$ cat src/verilog/rtcco_pkg.sv
// Purpose: Shared constants and types for the clock output and offset correction block
// Assumes: 8-bit registers, each on one aligned 32-bit Wishbone word
// Notes: Crystal ticks are 32768 Hz edges seen through a synchroniser

package rtcco_pkg;

	// ----------------------------------------
	// Register indices (byte address = 4 * index)
	// ----------------------------------------
	localparam logic [5:0] IDX_OFFSET = 6'h0D; // Frequency offset control
	localparam logic [5:0] IDX_TIMER = 6'h0E; // Timer and clock output control
	localparam logic [5:0] IDX_STATUS = 6'h10; // Sticky event flags, write one to clear
	localparam logic [5:0] IDX_MASK = 6'h11; // Interrupt mask
	localparam logic [5:0] IDX_CTRL = 6'h12; // Halt and correction pulse enable
	localparam logic [5:0] IDX_PENDING = 6'h13; // Corrections still to schedule

	// ----------------------------------------
	// Field positions and reset values
	// ----------------------------------------
	localparam int CTL_HALT = 0; // Time halt: stops prescaler stages 2 to 14
	localparam int CTL_CIE = 1; // Correction pulse output enable
	localparam int EV_CORR = 0; // A correction pulse was applied
	localparam int EV_TRIG = 1; // A correction sequence was triggered
	localparam int EV_MIN = 2; // A minute boundary passed
	localparam int NUM_EV = 3;
	localparam logic [7:0] OFFSET_RST = 8'h00; // Normal mode, no correction
	localparam logic [7:0] TIMER_RST = 8'h00; // 32768 Hz output enabled
	localparam logic [7:0] TIMER_WMASK = 8'h7B; // Bits 7 and 2 are reserved
	localparam logic [2:0] FSEL_OFF = 3'h7; // Output disabled, pin floats

	// ----------------------------------------
	// Timing constants
	// ----------------------------------------
	localparam int XTAL_HZ = 32768; // Nominal crystal rate
	localparam int CORR_PULSE_DIV = 128; // Correction pulse lasts 1/128 s
	localparam logic [8:0] CORR_PULSE_TICKS = 9'(XTAL_HZ / CORR_PULSE_DIV);
	localparam logic [5:0] SEC_LAST = 6'h3B; // Last second of a minute (59)
	localparam logic [5:0] MIN_LAST = 6'h3B; // Last minute of an hour (59)

	// ----------------------------------------
	// Types
	// ----------------------------------------
	typedef struct packed {
		logic coarse; // 1: hourly trigger, 0: every two hours
		logic [6:0] value; // Two's complement step count
	} rtcco_offs_t;

	typedef struct packed {
		logic rsv7;
		logic [2:0] freq_sel; // output_frequency_select
		logic run; // countdown_run_bit, stored only
		logic rsv2;
		logic [1:0] src_sel; // countdown_source_select, stored only
	} rtcco_tmr_t;

	typedef enum logic [1:0] {
		CS_IDLE = 2'b01, // No correction sequence under way
		CS_RUN = 2'b10 // Corrections remain to be applied
	} rtcco_cstate_t;

	// Magnitude of a 7-bit two's complement value (-64 gives 64)
	function automatic logic [6:0] rtcco_mag(input logic [6:0] v);
		rtcco_mag = v[6] ? 7'(~v + 7'h01) : v;
	endfunction

endpackage

$ cat src/verilog/rtcco_top.sv
// Purpose: Square wave clock output and frequency offset correction of a real-time clock
// Assumes: XTAL_IN is the 32768 Hz crystal level, asynchronous to SYS_CLK
// Notes: Registers on classic Wishbone, one 8-bit register per word

`timescale 1ns/1ps

// Functional notes
// - Bits 6-4 pick 32768/16384/8192/4096 Hz
// - Codes 4-6 give 2048/1024/1 Hz; 7 floats
// - Power-on: output enabled, open drain, 32768 Hz
// - All but top frequency have 50:50 duty
// - Halt holds 2048/1024/1 Hz output low
// - Enable pin low floats output like code 7
// - 1 Hz output shows correction pulses
// - Offset bit 7: two-hourly or hourly trigger
// - Step is 2.17 or 4.34 ppm
// - Offset is 7-bit two's complement, default zero
// - Each correction adds or removes one 64 Hz pulse
// - Normal: one pulse per minute until done
// - Coarse: one pulse per minute, up to 60
// - Coarse: surplus beyond 60 in minute 59
// - Active-low 1/128 s pulse per correction
// - Halt resets prescaler stages 2 to 14
// - Correction only touches 1 Hz and slower
module rtcco_top
	import rtcco_pkg::*;
(
	input wire logic SYS_CLK,
	input wire logic RSTN,
	input wire logic XTAL_IN,
	input wire logic OUTPUT_ENABLE_PIN,
	input wire logic WB_CYC_I,
	input wire logic WB_STB_I,
	input wire logic WB_WE_I,
	input wire logic [7:0] WB_ADR_I,
	input wire logic [3:0] WB_SEL_I,
	input wire logic [31:0] WB_DAT_I,
	output logic [31:0] WB_DAT_O,
	output logic WB_ACK_O,
	output logic IRQ,
	output logic SQUARE_WAVE_OUTPUT_PIN_O,
	output logic SQUARE_WAVE_OUTPUT_PIN_OE_N,
	output logic CORRECTION_INT_N
);

	// ----------------------------------------
	// Declarations
	// ----------------------------------------
	logic x_s1_r, x_s2_r, x_s3_r; // Crystal synchroniser and edge stage
	logic en_s1_r, en_s2_r; // Enable pin synchroniser
	logic [4:0] free_r; // Prescaler stages that halt never stops
	logic [6:0] tb_hi_r; // Stages 2 to 8, held by halt
	logic [5:0] sub_r, sub_nxt; // 64 Hz stages of the seconds chain
	logic [5:0] sec_r, min_r; // Seconds and minutes of the hour
	logic hr_r; // Hour parity for the two-hour trigger
	rtcco_offs_t offs_r; // Offset register
	rtcco_tmr_t tmr_r; // Timer and clock output register
	logic [1:0] ctl_r; // Halt and pulse enable
	logic [NUM_EV-1:0] stat_r, mask_r; // Event flags and their mask
	rtcco_cstate_t cs_r, cs_nxt; // Correction sequencer
	logic sign_l_r, coarse_l_r; // Offset latched at the trigger
	logic [6:0] remain_r, remain_nxt; // Pulses still to schedule
	logic [6:0] burst_r, burst_nxt; // Pulses due in this minute
	logic [8:0] pulse_cnt_r; // Remaining crystal ticks of the INT pulse
	logic int_n_r, oe_n_r; // Registered pin levels
	logic ack_r;
	logic [31:0] rdat_r;

	// ----------------------------------------
	// Decoding and selection
	// ----------------------------------------
	wire tick32 = x_s2_r & ~x_s3_r; // One crystal period has passed
	wire halt = ctl_r[CTL_HALT];
	wire tb_carry = tick32 & (free_r[1:0] == 2'h3); // Carry into stage 2
	wire tick64 = tb_carry & (tb_hi_r == 7'h7F) & ~halt; // 64 Hz seconds-chain clock
	wire corr_fire = tick64 & (burst_r != 7'h00); // Apply one correction now
	// A removed pulse freezes the chain, an added one doubles the step
	wire [1:0] step = !corr_fire ? 2'h1 : (sign_l_r ? 2'h0 : 2'h2);
	wire [6:0] sub_sum = {1'b0, sub_r} + {5'h00, step};
	wire sec_tick = tick64 & sub_sum[6]; // Corrected 1 Hz tick
	wire min_tick = sec_tick & (sec_r == SEC_LAST); // Corrected 1/60 Hz tick
	wire [5:0] min_new = (min_r == MIN_LAST) ? 6'h00 : 6'(min_r + 6'h01);
	wire hr_new = (min_r == MIN_LAST) ? ~hr_r : hr_r;
	// Coarse triggers each hour, normal only on even hours
	wire trig = min_tick & (min_new == 6'h00) & (offs_r.coarse | ~hr_new);
	wire [6:0] mag_live = rtcco_mag(offs_r.value); // One pulse per step
	wire [6:0] rem_src = trig ? mag_live : remain_r;
	wire coarse_src = trig ? offs_r.coarse : coarse_l_r;
	wire last_min = coarse_src & (min_new == MIN_LAST);
	// One pulse per minute; coarse minute 59 takes all that is left
	wire [6:0] burst_load = (rem_src == 7'h00) ? 7'h00 :
		(last_min ? rem_src : 7'h01);

	// Bus decode
	wire wb_req = WB_CYC_I & WB_STB_I & ~ack_r;
	wire [5:0] idx = WB_ADR_I[7:2];
	wire wr_lo = wb_req & WB_WE_I & WB_SEL_I[0];
	wire wr_offs = wr_lo & (idx == IDX_OFFSET);
	wire wr_tmr = wr_lo & (idx == IDX_TIMER);
	wire wr_stat = wr_lo & (idx == IDX_STATUS);
	wire wr_mask = wr_lo & (idx == IDX_MASK);
	wire wr_ctl = wr_lo & (idx == IDX_CTRL);
	wire [7:0] rd_byte;
	assign rd_byte = (idx == IDX_OFFSET) ? offs_r :
		(idx == IDX_TIMER) ? tmr_r :
		(idx == IDX_STATUS) ? {5'h00, stat_r} :
		(idx == IDX_MASK) ? {5'h00, mask_r} :
		(idx == IDX_CTRL) ? {6'h00, ctl_r} :
		(idx == IDX_PENDING) ? {1'b0, remain_r} : 8'h00; // Unmapped reads zero

	// Events that set sticky flags
	wire [NUM_EV-1:0] ev = {min_tick, trig, corr_fire};

	// Square wave selection; 2048 Hz and below stop low under halt
	function automatic logic wave_sel(input logic [2:0] sel, input logic xl,
		input logic [4:0] fr, input logic one_hz, input logic hlt);
		case (sel)
			3'h0: wave_sel = xl; // Raw crystal, duty not controlled
			3'h1: wave_sel = fr[0]; // Divider stages are 50:50
			3'h2: wave_sel = fr[1];
			3'h3: wave_sel = fr[2]; // Unaffected by halt
			3'h4: wave_sel = fr[3] & ~hlt;
			3'h5: wave_sel = fr[4] & ~hlt;
			3'h6: wave_sel = one_hz & ~hlt; // Corrected 1 Hz
			default: wave_sel = 1'b1; // Code 7: released
		endcase
	endfunction

	// Disabled by code 7 or by the enable pin; otherwise pull low on low phase
	wire out_on = en_s2_r & (tmr_r.freq_sel != FSEL_OFF);
	wire wave = wave_sel(tmr_r.freq_sel, x_s2_r, free_r, sub_r[5], halt);

	// ----------------------------------------
	// Synchronisers
	// ----------------------------------------
	// Pins are asynchronous; the first stage is read only by the second
	always_ff @(posedge SYS_CLK or negedge RSTN) begin
		if (!RSTN) begin
			x_s1_r <= 1'b0;
			x_s2_r <= 1'b0;
			x_s3_r <= 1'b0;
			en_s1_r <= 1'b0;
			en_s2_r <= 1'b0;
		end else begin
			x_s1_r <= XTAL_IN;
			x_s2_r <= x_s1_r;
			x_s3_r <= x_s2_r;
			en_s1_r <= OUTPUT_ENABLE_PIN;
			en_s2_r <= en_s1_r;
		end
	end

	// ----------------------------------------
	// Prescaler and time base
	// ----------------------------------------
	// Lower stages free run so high output rates survive halt
	always_ff @(posedge SYS_CLK or negedge RSTN) begin
		if (!RSTN) begin
			free_r <= 5'h00;
		end else if (tick32) begin
			free_r <= 5'(free_r + 5'h01);
		end
	end

	// Stages 2 to 8 feed the seconds chain and are cleared by halt
	always_ff @(posedge SYS_CLK or negedge RSTN) begin
		if (!RSTN) begin
			tb_hi_r <= 7'h00;
		end else if (halt) begin
			tb_hi_r <= 7'h00;
		end else if (tb_carry) begin
			tb_hi_r <= 7'(tb_hi_r + 7'h01);
		end
	end

	// 64 Hz stages; sub_r[5] is the 1 Hz square wave
	always_comb begin
		sub_nxt = sub_r;
		if (halt) begin
			sub_nxt = 6'h00;
		end else if (tick64) begin
			sub_nxt = sub_sum[5:0];
		end
	end

	always_ff @(posedge SYS_CLK or negedge RSTN) begin
		if (!RSTN) begin
			sub_r <= 6'h00;
		end else begin
			sub_r <= sub_nxt;
		end
	end

	// Seconds, minutes and hour parity from the corrected tick
	always_ff @(posedge SYS_CLK or negedge RSTN) begin
		if (!RSTN) begin
			sec_r <= 6'h00;
			min_r <= 6'h00;
			hr_r <= 1'b0;
		end else if (sec_tick) begin
			sec_r <= (sec_r == SEC_LAST) ? 6'h00 : 6'(sec_r + 6'h01);
			if (min_tick) begin
				min_r <= min_new;
				hr_r <= hr_new;
			end
		end
	end

	// ----------------------------------------
	// Correction sequencer
	// ----------------------------------------
	// Offset is sampled only at the trigger so a rewrite cannot upset a run
	always_comb begin
		cs_nxt = cs_r;
		remain_nxt = remain_r;
		burst_nxt = corr_fire ? 7'(burst_r - 7'h01) : burst_r;
		case (cs_r)
			CS_IDLE: begin
				if (trig && mag_live != 7'h00) begin
					cs_nxt = CS_RUN;
					remain_nxt = 7'(mag_live - burst_load);
					burst_nxt = burst_load;
				end
			end
			CS_RUN: begin
				if (min_tick) begin
					remain_nxt = 7'(rem_src - burst_load);
					burst_nxt = burst_load;
				end
				if (remain_nxt == 7'h00 && burst_nxt == 7'h00) begin
					cs_nxt = CS_IDLE;
				end
			end
			default: cs_nxt = CS_IDLE;
		endcase
	end

	always_ff @(posedge SYS_CLK or negedge RSTN) begin
		if (!RSTN) begin
			cs_r <= CS_IDLE;
			remain_r <= 7'h00;
			burst_r <= 7'h00;
			sign_l_r <= 1'b0;
			coarse_l_r <= 1'b0;
		end else begin
			cs_r <= cs_nxt;
			remain_r <= remain_nxt;
			burst_r <= burst_nxt;
			if (trig) begin
				sign_l_r <= offs_r.value[6];
				coarse_l_r <= offs_r.coarse;
			end
		end
	end

	// Correction pulse on its pin: 1/128 s low, next one 1/64 s later
	always_ff @(posedge SYS_CLK or negedge RSTN) begin
		if (!RSTN) begin
			pulse_cnt_r <= 9'h000;
			int_n_r <= 1'b1;
		end else begin
			if (corr_fire && ctl_r[CTL_CIE]) begin
				pulse_cnt_r <= CORR_PULSE_TICKS;
			end else if (tick32 && pulse_cnt_r != 9'h000) begin
				pulse_cnt_r <= 9'(pulse_cnt_r - 9'h001);
			end
			int_n_r <= (pulse_cnt_r == 9'h000) & ~(corr_fire & ctl_r[CTL_CIE]);
		end
	end

	// Open drain: only ever pulls low
	always_ff @(posedge SYS_CLK or negedge RSTN) begin
		if (!RSTN) begin
			oe_n_r <= 1'b1;
		end else begin
			oe_n_r <= ~(out_on & ~wave);
		end
	end

	// ----------------------------------------
	// Wishbone slave and registers
	// ----------------------------------------
	// Every access is answered one cycle after it is seen, unmapped too
	always_ff @(posedge SYS_CLK or negedge RSTN) begin
		if (!RSTN) begin
			ack_r <= 1'b0;
			rdat_r <= 32'h0000_0000;
		end else begin
			ack_r <= wb_req;
			if (wb_req) begin
				rdat_r <= {24'h000000, rd_byte};
			end
		end
	end

	// Control registers; power-on gives 32768 Hz and zero offset
	always_ff @(posedge SYS_CLK or negedge RSTN) begin
		if (!RSTN) begin
			offs_r <= OFFSET_RST;
			tmr_r <= TIMER_RST;
			ctl_r <= 2'h0;
			mask_r <= '0;
		end else begin
			if (wr_offs) begin
				offs_r <= WB_DAT_I[7:0];
			end
			if (wr_tmr) begin
				tmr_r <= WB_DAT_I[7:0] & TIMER_WMASK;
			end
			if (wr_ctl) begin
				ctl_r <= WB_DAT_I[1:0];
			end
			if (wr_mask) begin
				mask_r <= WB_DAT_I[NUM_EV-1:0];
			end
		end
	end

	// Sticky flags: a new event wins over a clear in the same cycle
	always_ff @(posedge SYS_CLK or negedge RSTN) begin
		if (!RSTN) begin
			stat_r <= '0;
		end else begin
			stat_r <= ev | (stat_r & ~(wr_stat ? WB_DAT_I[NUM_EV-1:0] : '0));
		end
	end

	assign WB_ACK_O = ack_r;
	assign WB_DAT_O = rdat_r;
	assign IRQ = |(stat_r & mask_r);
	assign CORRECTION_INT_N = int_n_r;
	assign SQUARE_WAVE_OUTPUT_PIN_O = 1'b0;
	assign SQUARE_WAVE_OUTPUT_PIN_OE_N = oe_n_r;
endmodule

$ cat config.mk
export PLATFORM = sky130hd
export DESIGN_NAME = rtcco_top
export DESIGN_NICKNAME = d
export VERILOG_FILES = /design/src/verilog/rtcco_pkg.sv /design/src/verilog/rtcco_top.sv
export SDC_FILE = /design/constraint.sdc
export NUM_CORES = 1
export LEC_CHECK = 0
export BUFFER_PORTS_ARGS = -buffer_cell sky130_fd_sc_hd__buf_4
export CORE_MARGIN = 8
export CORE_UTILIZATION = 53
export DETAILED_ROUTE_END_ITERATION = 8
export GPL_TIMING_DRIVEN = 0
export PLACE_DENSITY = 0.78
export SYNTH_ARGS = -nofsm -noshare
export SYNTH_HDL_FRONTEND = slang
export SYNTH_SLANG_ARGS = --single-unit
$ cat constraint.sdc
create_clock -name SYS_CLK -period 5.8 [get_ports SYS_CLK]
set_clock_uncertainty 0.2 [all_clocks]
set_input_delay 1.45 -clock SYS_CLK [delete_from_list [all_inputs] [get_ports SYS_CLK]]
set_output_delay 1.45 -clock SYS_CLK [all_outputs]
set_load 0.01 [all_outputs]
# ---- Word level (Yosys, flattened, before mapping)
# Cells that the tools add are included.
dict set report op_classes {
  addsub 10
  eq_ne 22
  n_mux 36
  n_bitwise 40
  reduce_logical 21
}
# operator n
set ops {}
lappend ops {{$mux W7} 18}
lappend ops {{$pmux W7 S2} 2}
lappend ops {{$and A1 B1 Y1} 26}
lappend ops {{$eq A6 B5 Y1 const B} 4}
lappend ops {{$mux W6} 4}
lappend ops {{$logic_not A7 Y1} 3}
lappend ops {{$eq A6 B6 Y1 const B} 3}
lappend ops {{$mux W9} 2}
lappend ops {{$add A7 B1 Y7 const B} 2}
lappend ops {{$reduce_bool A7 Y1} 2}
lappend ops {{$sub A7 B7 Y7} 2}
lappend ops {{$add A6 B1 Y6 const B} 2}
lappend ops {{$eq A6 B4 Y1 const B} 2}
lappend ops {{$eq A3 B3 Y1 const B} 3}
lappend ops {{$logic_not A9 Y1} 1}
lappend ops {{$reduce_bool A9 Y1} 1}
lappend ops {{$sub A9 B1 Y9 const B} 1}
lappend ops {{$mux W2} 4}
lappend ops {{$mux W8} 1}
lappend ops {{$not A1 Y1} 8}
lappend ops {{$reduce_bool A2 Y1} 4}
lappend ops {{$add A6 B2 Y7} 1}
lappend ops {{$eq A7 B7 Y1 const B} 1}
lappend ops {{$not A7 Y7} 1}
lappend ops {{other kinds (21)} 31}
dict set report totals {
  ff_bits 96
  output_inout_bits 37
  wordCells 158
}

# ---- Longest topological paths before layout
dict set report logic_depth {
  depth_word 23
  mapped_depth 24
  depth_no_buf 22
}

# ---- Worst setup path after synthesis
# Ideal clock, no wire load.
dict set report synth_timing {
  path_type {register to register}
  from {register x_s3_r}
  to {register cs_r[0]}
  setup_time_ns 0.083
  arrival_time_ns 5.383
  required_time_ns 5.517
  setup_slack_ns 0.134
  stages_incl_launch_ff 22
  n_path_buf 3
  period_less_slack_ns 5.666
  cell_sequence {dfrtp_1 -> nand2b_1 -> clkbuf_1 -> nor4_4 -> nand2_1 -> or2_2 -> fa_1 -> or2_1 -> or3_1 -> buf_2 -> nor3_4 -> buf_6 -> mux2_4 -> o211ai_1 -> fa_1 -> a21o_1 -> a21oi_1 -> xor2_1 -> nor3_1 -> a311oi_1 -> a211oi_1 -> a221o_1}
}
dict set report synth_between {
  elab_chain_len 23
  elab_cells_between_ends 31
}
# item line_no
set synth_rtl {}
lappend synth_rtl {{start, declared} rtcco_top.sv:49} ;# logic x_s1_r, x_s2_r, x_s3_r;
lappend synth_rtl {{start signal, assigned} rtcco_top.sv:147} ;# x_s3_r <= x_s2_r;
lappend synth_rtl {{$not A1 Y1 (*)} rtcco_top.sv:72} ;# wire tick32 = x_s2_r & ~x_s3_r;
lappend synth_rtl {{$and A1 B1 Y1 (*)} rtcco_top.sv:72}
lappend synth_rtl {{$and A1 B1 Y1 (*)} rtcco_top.sv:74} ;# wire tb_carry = tick32 & (free_r[1:0] == 2'h3);
lappend synth_rtl {{$and A1 B1 Y1 (*) (2 in series)} rtcco_top.sv:75} ;# wire tick64 = tb_carry & (tb_hi_r == 7'h7F) & ~halt;
lappend synth_rtl {{$and A1 B1 Y1} rtcco_top.sv:76} ;# wire corr_fire = tick64 & (burst_r != 7'h00);
lappend synth_rtl {{$mux W2} rtcco_top.sv:78} ;# wire [1:0] step = !corr_fire ? 2'h1 : (sign_l_r ? 2'h0 : 2'h2);
lappend synth_rtl {{$add A6 B2 Y7} rtcco_top.sv:79} ;# wire [6:0] sub_sum = {1'b0, sub_r} + {5'h00, step};
lappend synth_rtl {{$and A1 B1 Y1} rtcco_top.sv:80} ;# wire sec_tick = tick64 & sub_sum[6];
lappend synth_rtl {{[6 not listed]} --}
lappend synth_rtl {{$mux W7} rtcco_top.sv:91} ;# wire [6:0] burst_load = (rem_src == 7'h00) ? 7'h00 :
lappend synth_rtl {{$sub A7 B7 Y7} rtcco_top.sv:227} ;# remain_nxt = 7'(rem_src - burst_load);
lappend synth_rtl {{$mux W7} rtcco_top.sv:226} ;# if (min_tick) begin
lappend synth_rtl {{$mux W7} rtcco_top.sv:217} ;# case (cs_r)
lappend synth_rtl {{$logic_not A7 Y1} rtcco_top.sv:230} ;# if (remain_nxt == 7'h00 && burst_nxt == 7'h00) begin
lappend synth_rtl {{$logic_and A1 B1 Y1} rtcco_top.sv:230}
lappend synth_rtl {{$ne A2 B2 Y1 (no source line)} --}
lappend synth_rtl {{$reduce_and A2 Y1 (no source line) (*)} --}
lappend synth_rtl {{end signal, assigned} rtcco_top.sv:246} ;# cs_r <= cs_nxt;
lappend synth_rtl {{end, declared} rtcco_top.sv:60} ;# rtcco_cstate_t cs_r, cs_nxt;
# Mark *: on every way between the ends. The rest lies on a longest branch, timed or not. The select of a mux whose other input is x is not followed.
# A chain may end at the register's enable or synchronous reset.

# ---- Final worst setup path
dict set report layout_timing {
  from {register free_r[0]}
  to {register cs_r[0]}
}
dict set report layout_between {
  elab_chain_len 22
  elab_cells_between_ends 30
}
# item line_no
set layout_rtl {}
lappend layout_rtl {{start, declared} rtcco_top.sv:51} ;# logic [4:0] free_r;
lappend layout_rtl {{start signal, assigned} rtcco_top.sv:161} ;# free_r <= 5'(free_r + 5'h01);
lappend layout_rtl {{$eq A2 B2 Y1 (*)} rtcco_top.sv:74}
lappend layout_rtl {{$and A1 B1 Y1 (*)} rtcco_top.sv:74}
lappend layout_rtl {{$and A1 B1 Y1 (*) (2 in series)} rtcco_top.sv:75}
lappend layout_rtl {{$and A1 B1 Y1} rtcco_top.sv:76}
lappend layout_rtl {{$mux W2} rtcco_top.sv:78}
lappend layout_rtl {{$add A6 B2 Y7} rtcco_top.sv:79}
lappend layout_rtl {{$and A1 B1 Y1} rtcco_top.sv:80}
lappend layout_rtl {{$and A1 B1 Y1} rtcco_top.sv:81} ;# wire min_tick = sec_tick & (sec_r == SEC_LAST);
lappend layout_rtl {{[5 not listed]} --}
lappend layout_rtl {{$mux W7} rtcco_top.sv:91}
lappend layout_rtl {{$sub A7 B7 Y7} rtcco_top.sv:227}
lappend layout_rtl {{$mux W7} rtcco_top.sv:226}
lappend layout_rtl {{$mux W7} rtcco_top.sv:217}
lappend layout_rtl {{$logic_not A7 Y1} rtcco_top.sv:230}
lappend layout_rtl {{$logic_and A1 B1 Y1} rtcco_top.sv:230}
lappend layout_rtl {{$ne A2 B2 Y1 (no source line)} --}
lappend layout_rtl {{$reduce_and A2 Y1 (no source line) (*)} --}
# Marks and branches as above.

==> results.toml <==
[run_status]
status = "finished, final reports clean"

[synthesis]
avgSynthCellArea_um2 = 9.20
yosysWarningCount = 0
synth_cell_types = 78
synth_cells = 670
async_flop_share = 1.00
synth-edff-count = 0
yosysSeqAreaShare = 0.390
synth.ff_latch_count = 96
syn_area_um2 = 6160
synth-main-ff-cell = "dfrtp_1"

[place]
portBuffers = 31
hpwl_mm = 11.3
postPlaceCellArea_um2 = 6670
gp_congestion = 0.919

[grt]
grt_pass1_vias = 5247
grt_antenna_before_repair = 0
grt_usage = 0.211
gr-total-overflow = 0
grt_pass1_wl_mm = 25.6
grt_max_degree = 97

[timing]
final-setup-viol-count = 0
tightest_slew_ps = 1220
fin_crit_sh = 0.991
setup-tns-final_ps = 0
holdWs_ps = 150
slew_viol_final = 0
slew_headroom = 0.181
fmax_ghz = 0.174
fin_crit_ps = 5750
hold_viol = 0

[setup_path]
cp.required_ps = 5890
path_cells = "ha_2, nand4b_1, nor4_4, nand2_2, or2_4, fa_2, or2_4, or3_1, buf_6, nor3_4, buf_6, mux2_4, o211ai_1, buf_4, fa_2, a21o_1, a21oi_4, xor2_1, nor3_1, a311oi_2, buf_4, a211oi_2, a221o_1"
crit_slowest_cell = "nor4_4"
crit_arrival_ps = 5830
cp.buffers_inverters = 4
critPathLaunchType = "flip-flop"
critical-path-top-delay-family = "simple AND/OR/NAND/NOR gates"
end_kind = "flip-flop"
path_max_fanout = 6
crit_type = "flip-flop to flip-flop"
slowest_delay_ps = 420

[pwr]
intPower_mw = 1.09
clockPowerShare = 0.398
pwr-share-comb = 0.113
leakage_nw = 3.25
p_switching_mw = 0.408
vdd_drop_max_uv = 244
switching_share = 0.272
finalPower_mw = 1.50
p_per_area_nw_per_um2 = 207
p_seq_frac = 0.490

[drt]
firstDrtPassIters = 5
routed_wl_mm = 15.6
antenna_left = 0
drtIter0Drc = 425
vias = 5346
route.detailed.drc = 0
via_per_inst = 5.91
post_drt_wl_per_cell_um = 17.3

[clocking]
root_buffer = "clkbuf_16"
cts_tree = "built"
clk_pin_slew_worst_paths_ps = 70
cts_buffers = 9
hold_buffers = 0
clock_latency_ps = 360
cts_num_sinks = 96
cts_max_level = 3
clockBufferDepth = 2

[worst_hold_path]
hold_class = "flip-flop to flip-flop"

[layout]
drive_gt1_frac = 0.206
final_net_count = 836
final_common_cell = "dfrtp_1"
finalInstanceArea_um2 = 7230
mostFrequentLayoutCells = "dfrtp_1, nand2_1, buf_4"
fin_util = 0.636
area_delta_synth_final_pct = 17.2
antenna_cells = 0

[die]
rows = 39
io_pins = 88
initial_utilization = 0.542
die_height_um = 124
dieWidth_um = 124
fp.coreArea_um2 = 11400
die_area_um2 = 15300

[flow_run]
maxCapViolations = 0
metrics by stage:
stage	instances	setup WS, ps
floorplan	694	134
global placement	868	-1110
detailed placement	868	-1200
CTS	900	10.1
global route	905	-69.6
finish	905	53.7
path summary, 6_finish.rpt:
check | cells past startpoint | slack [ps] | start | endpoint
max | 23 | 50 | free_r[0] | cs_r[0]
min | 0 | 150 | x_s1_r | x_s2_r
max reg2reg | 23 | 50 | free_r[0] | cs_r[0]
min reg2reg | 0 | 150 | x_s1_r | x_s2_r
max in group asynchronous | 1 | 3480 | RSTN | burst_r[6]
min in group asynchronous | 1 | 1120 | RSTN | WB_DAT_O[4]
layer usage:
metal / routed length (µm) / global-route usage / up-vias
met3: 1120 / 0.0476 / 41
met5: 0 / 0 / -
li1: - / - / 2543
met1: 6560 / 0.267 / 2576
met2: 7580 / 0.339 / 186
met4: 381 / 0.0910 / 0
worst reg2reg max path: stages, from the launching register on:
cell      delay [ps]
dfrtp_1          360
ha_2             200
nand4b_1         150
nor4_4           420
nand2_2          130
or2_4            250
fa_2             350
or2_4            260
or3_1            370
buf_6            160
nor3_4           150
buf_6            150
mux2_4           190
o211ai_1         140
buf_4            220
fa_2             360
a21o_1           220
a21oi_4          250
xor2_1           220
nor3_1            90
a311oi_2         270
buf_4            190
a211oi_2          50
a221o_1          320
cell type report:
cell class              count  area, µm²
repair buffers             52        390
well taps                 143        179
plain buffers              50        299
inverters                  24       90.1
clock buffers               9        225
multi-input cells         524       3570
clock inverters             7       71.3
flip-flops and latches     96       2410
fillers                   944       4140
registers in the layout (all words and copies together) (netlist names), 2 cells and up:
signal,count
ctl_r,2
tmr_r,6
sub_r,6
min_r,6
tb_hi_r,7
remain_r,7
mask_r,3
sec_r,6
pulse_cnt_r,9
burst_r,7
free_r,5
WB_DAT_O,8
cs_r,2
offs_r,8
stat_r,3
logic make-up after synthesis:
| kind of cell | count (synthesis) | synth area share |
|---|---|---|
| and+or+nand+nor | 269 | 0.222 |
| adders and majority gates | 28 | 0.0605 |
| DFF | 96 | 0.390 |
| muxes | 31 | 0.0615 |
| xor gates and xnor gates | 37 | 0.0526 |
| AOI/OAI and AO/OA | 134 | 0.150 |
| other | 1 | 0.000608 |
| buffers and inverters | 74 | 0.0621 |
synthesized netlist by cell type (all sizes together) (4+ instances only):
| master | instances | share of area |
|---|---|---|
| inv | 24 | 0.015 |
| or4 | 4 | 0.0049 |
| dfrtp | 93 | 0.38 |
| nor4 | 9 | 0.012 |
| a22oi | 4 | 0.0049 |
| ha | 25 | 0.051 |
| clkbuf | 21 | 0.013 |
| o211ai | 5 | 0.0061 |
| o21ai | 38 | 0.031 |
| mux2 | 22 | 0.041 |
| a21oi | 20 | 0.016 |
| a222oi | 7 | 0.011 |
| o21a | 5 | 0.0061 |
| xnor2 | 18 | 0.026 |
| or2 | 7 | 0.0071 |
| mux2i | 6 | 0.0097 |
| nor2b | 10 | 0.010 |
| nand4 | 17 | 0.017 |
| nand2 | 80 | 0.049 |
| and3 | 5 | 0.0051 |
| buf | 29 | 0.035 |
| nand2b | 10 | 0.010 |
| nand3 | 20 | 0.016 |
| or3 | 9 | 0.0099 |
| nor2 | 62 | 0.038 |
| a21boi | 4 | 0.0049 |
| o22ai | 4 | 0.0051 |
| nor3 | 18 | 0.017 |
| o31ai | 7 | 0.0093 |
| xor2 | 19 | 0.027 |
power by group through the flow:
stage | clock [mW] | sequential, mW | combinational [mW]
floorplan | 0 | 0.742 | 0.0987
detailed placement | 0 | 0.749 | 0.147
finish | 0.595 | 0.733 | 0.169
global placement | 0 | 0.747 | 0.141
CTS | 0.609 | 0.733 | 0.163
global route | 0.628 | 0.738 | 0.192
timing repair:
item                                    in CTS  in global routing
pin swaps                                   14                 14
resized for setup                           16                 12
setup buffers                               16                  5
endpoints found under the setup margin       5                  5
(Power assumes the default switching activity.)
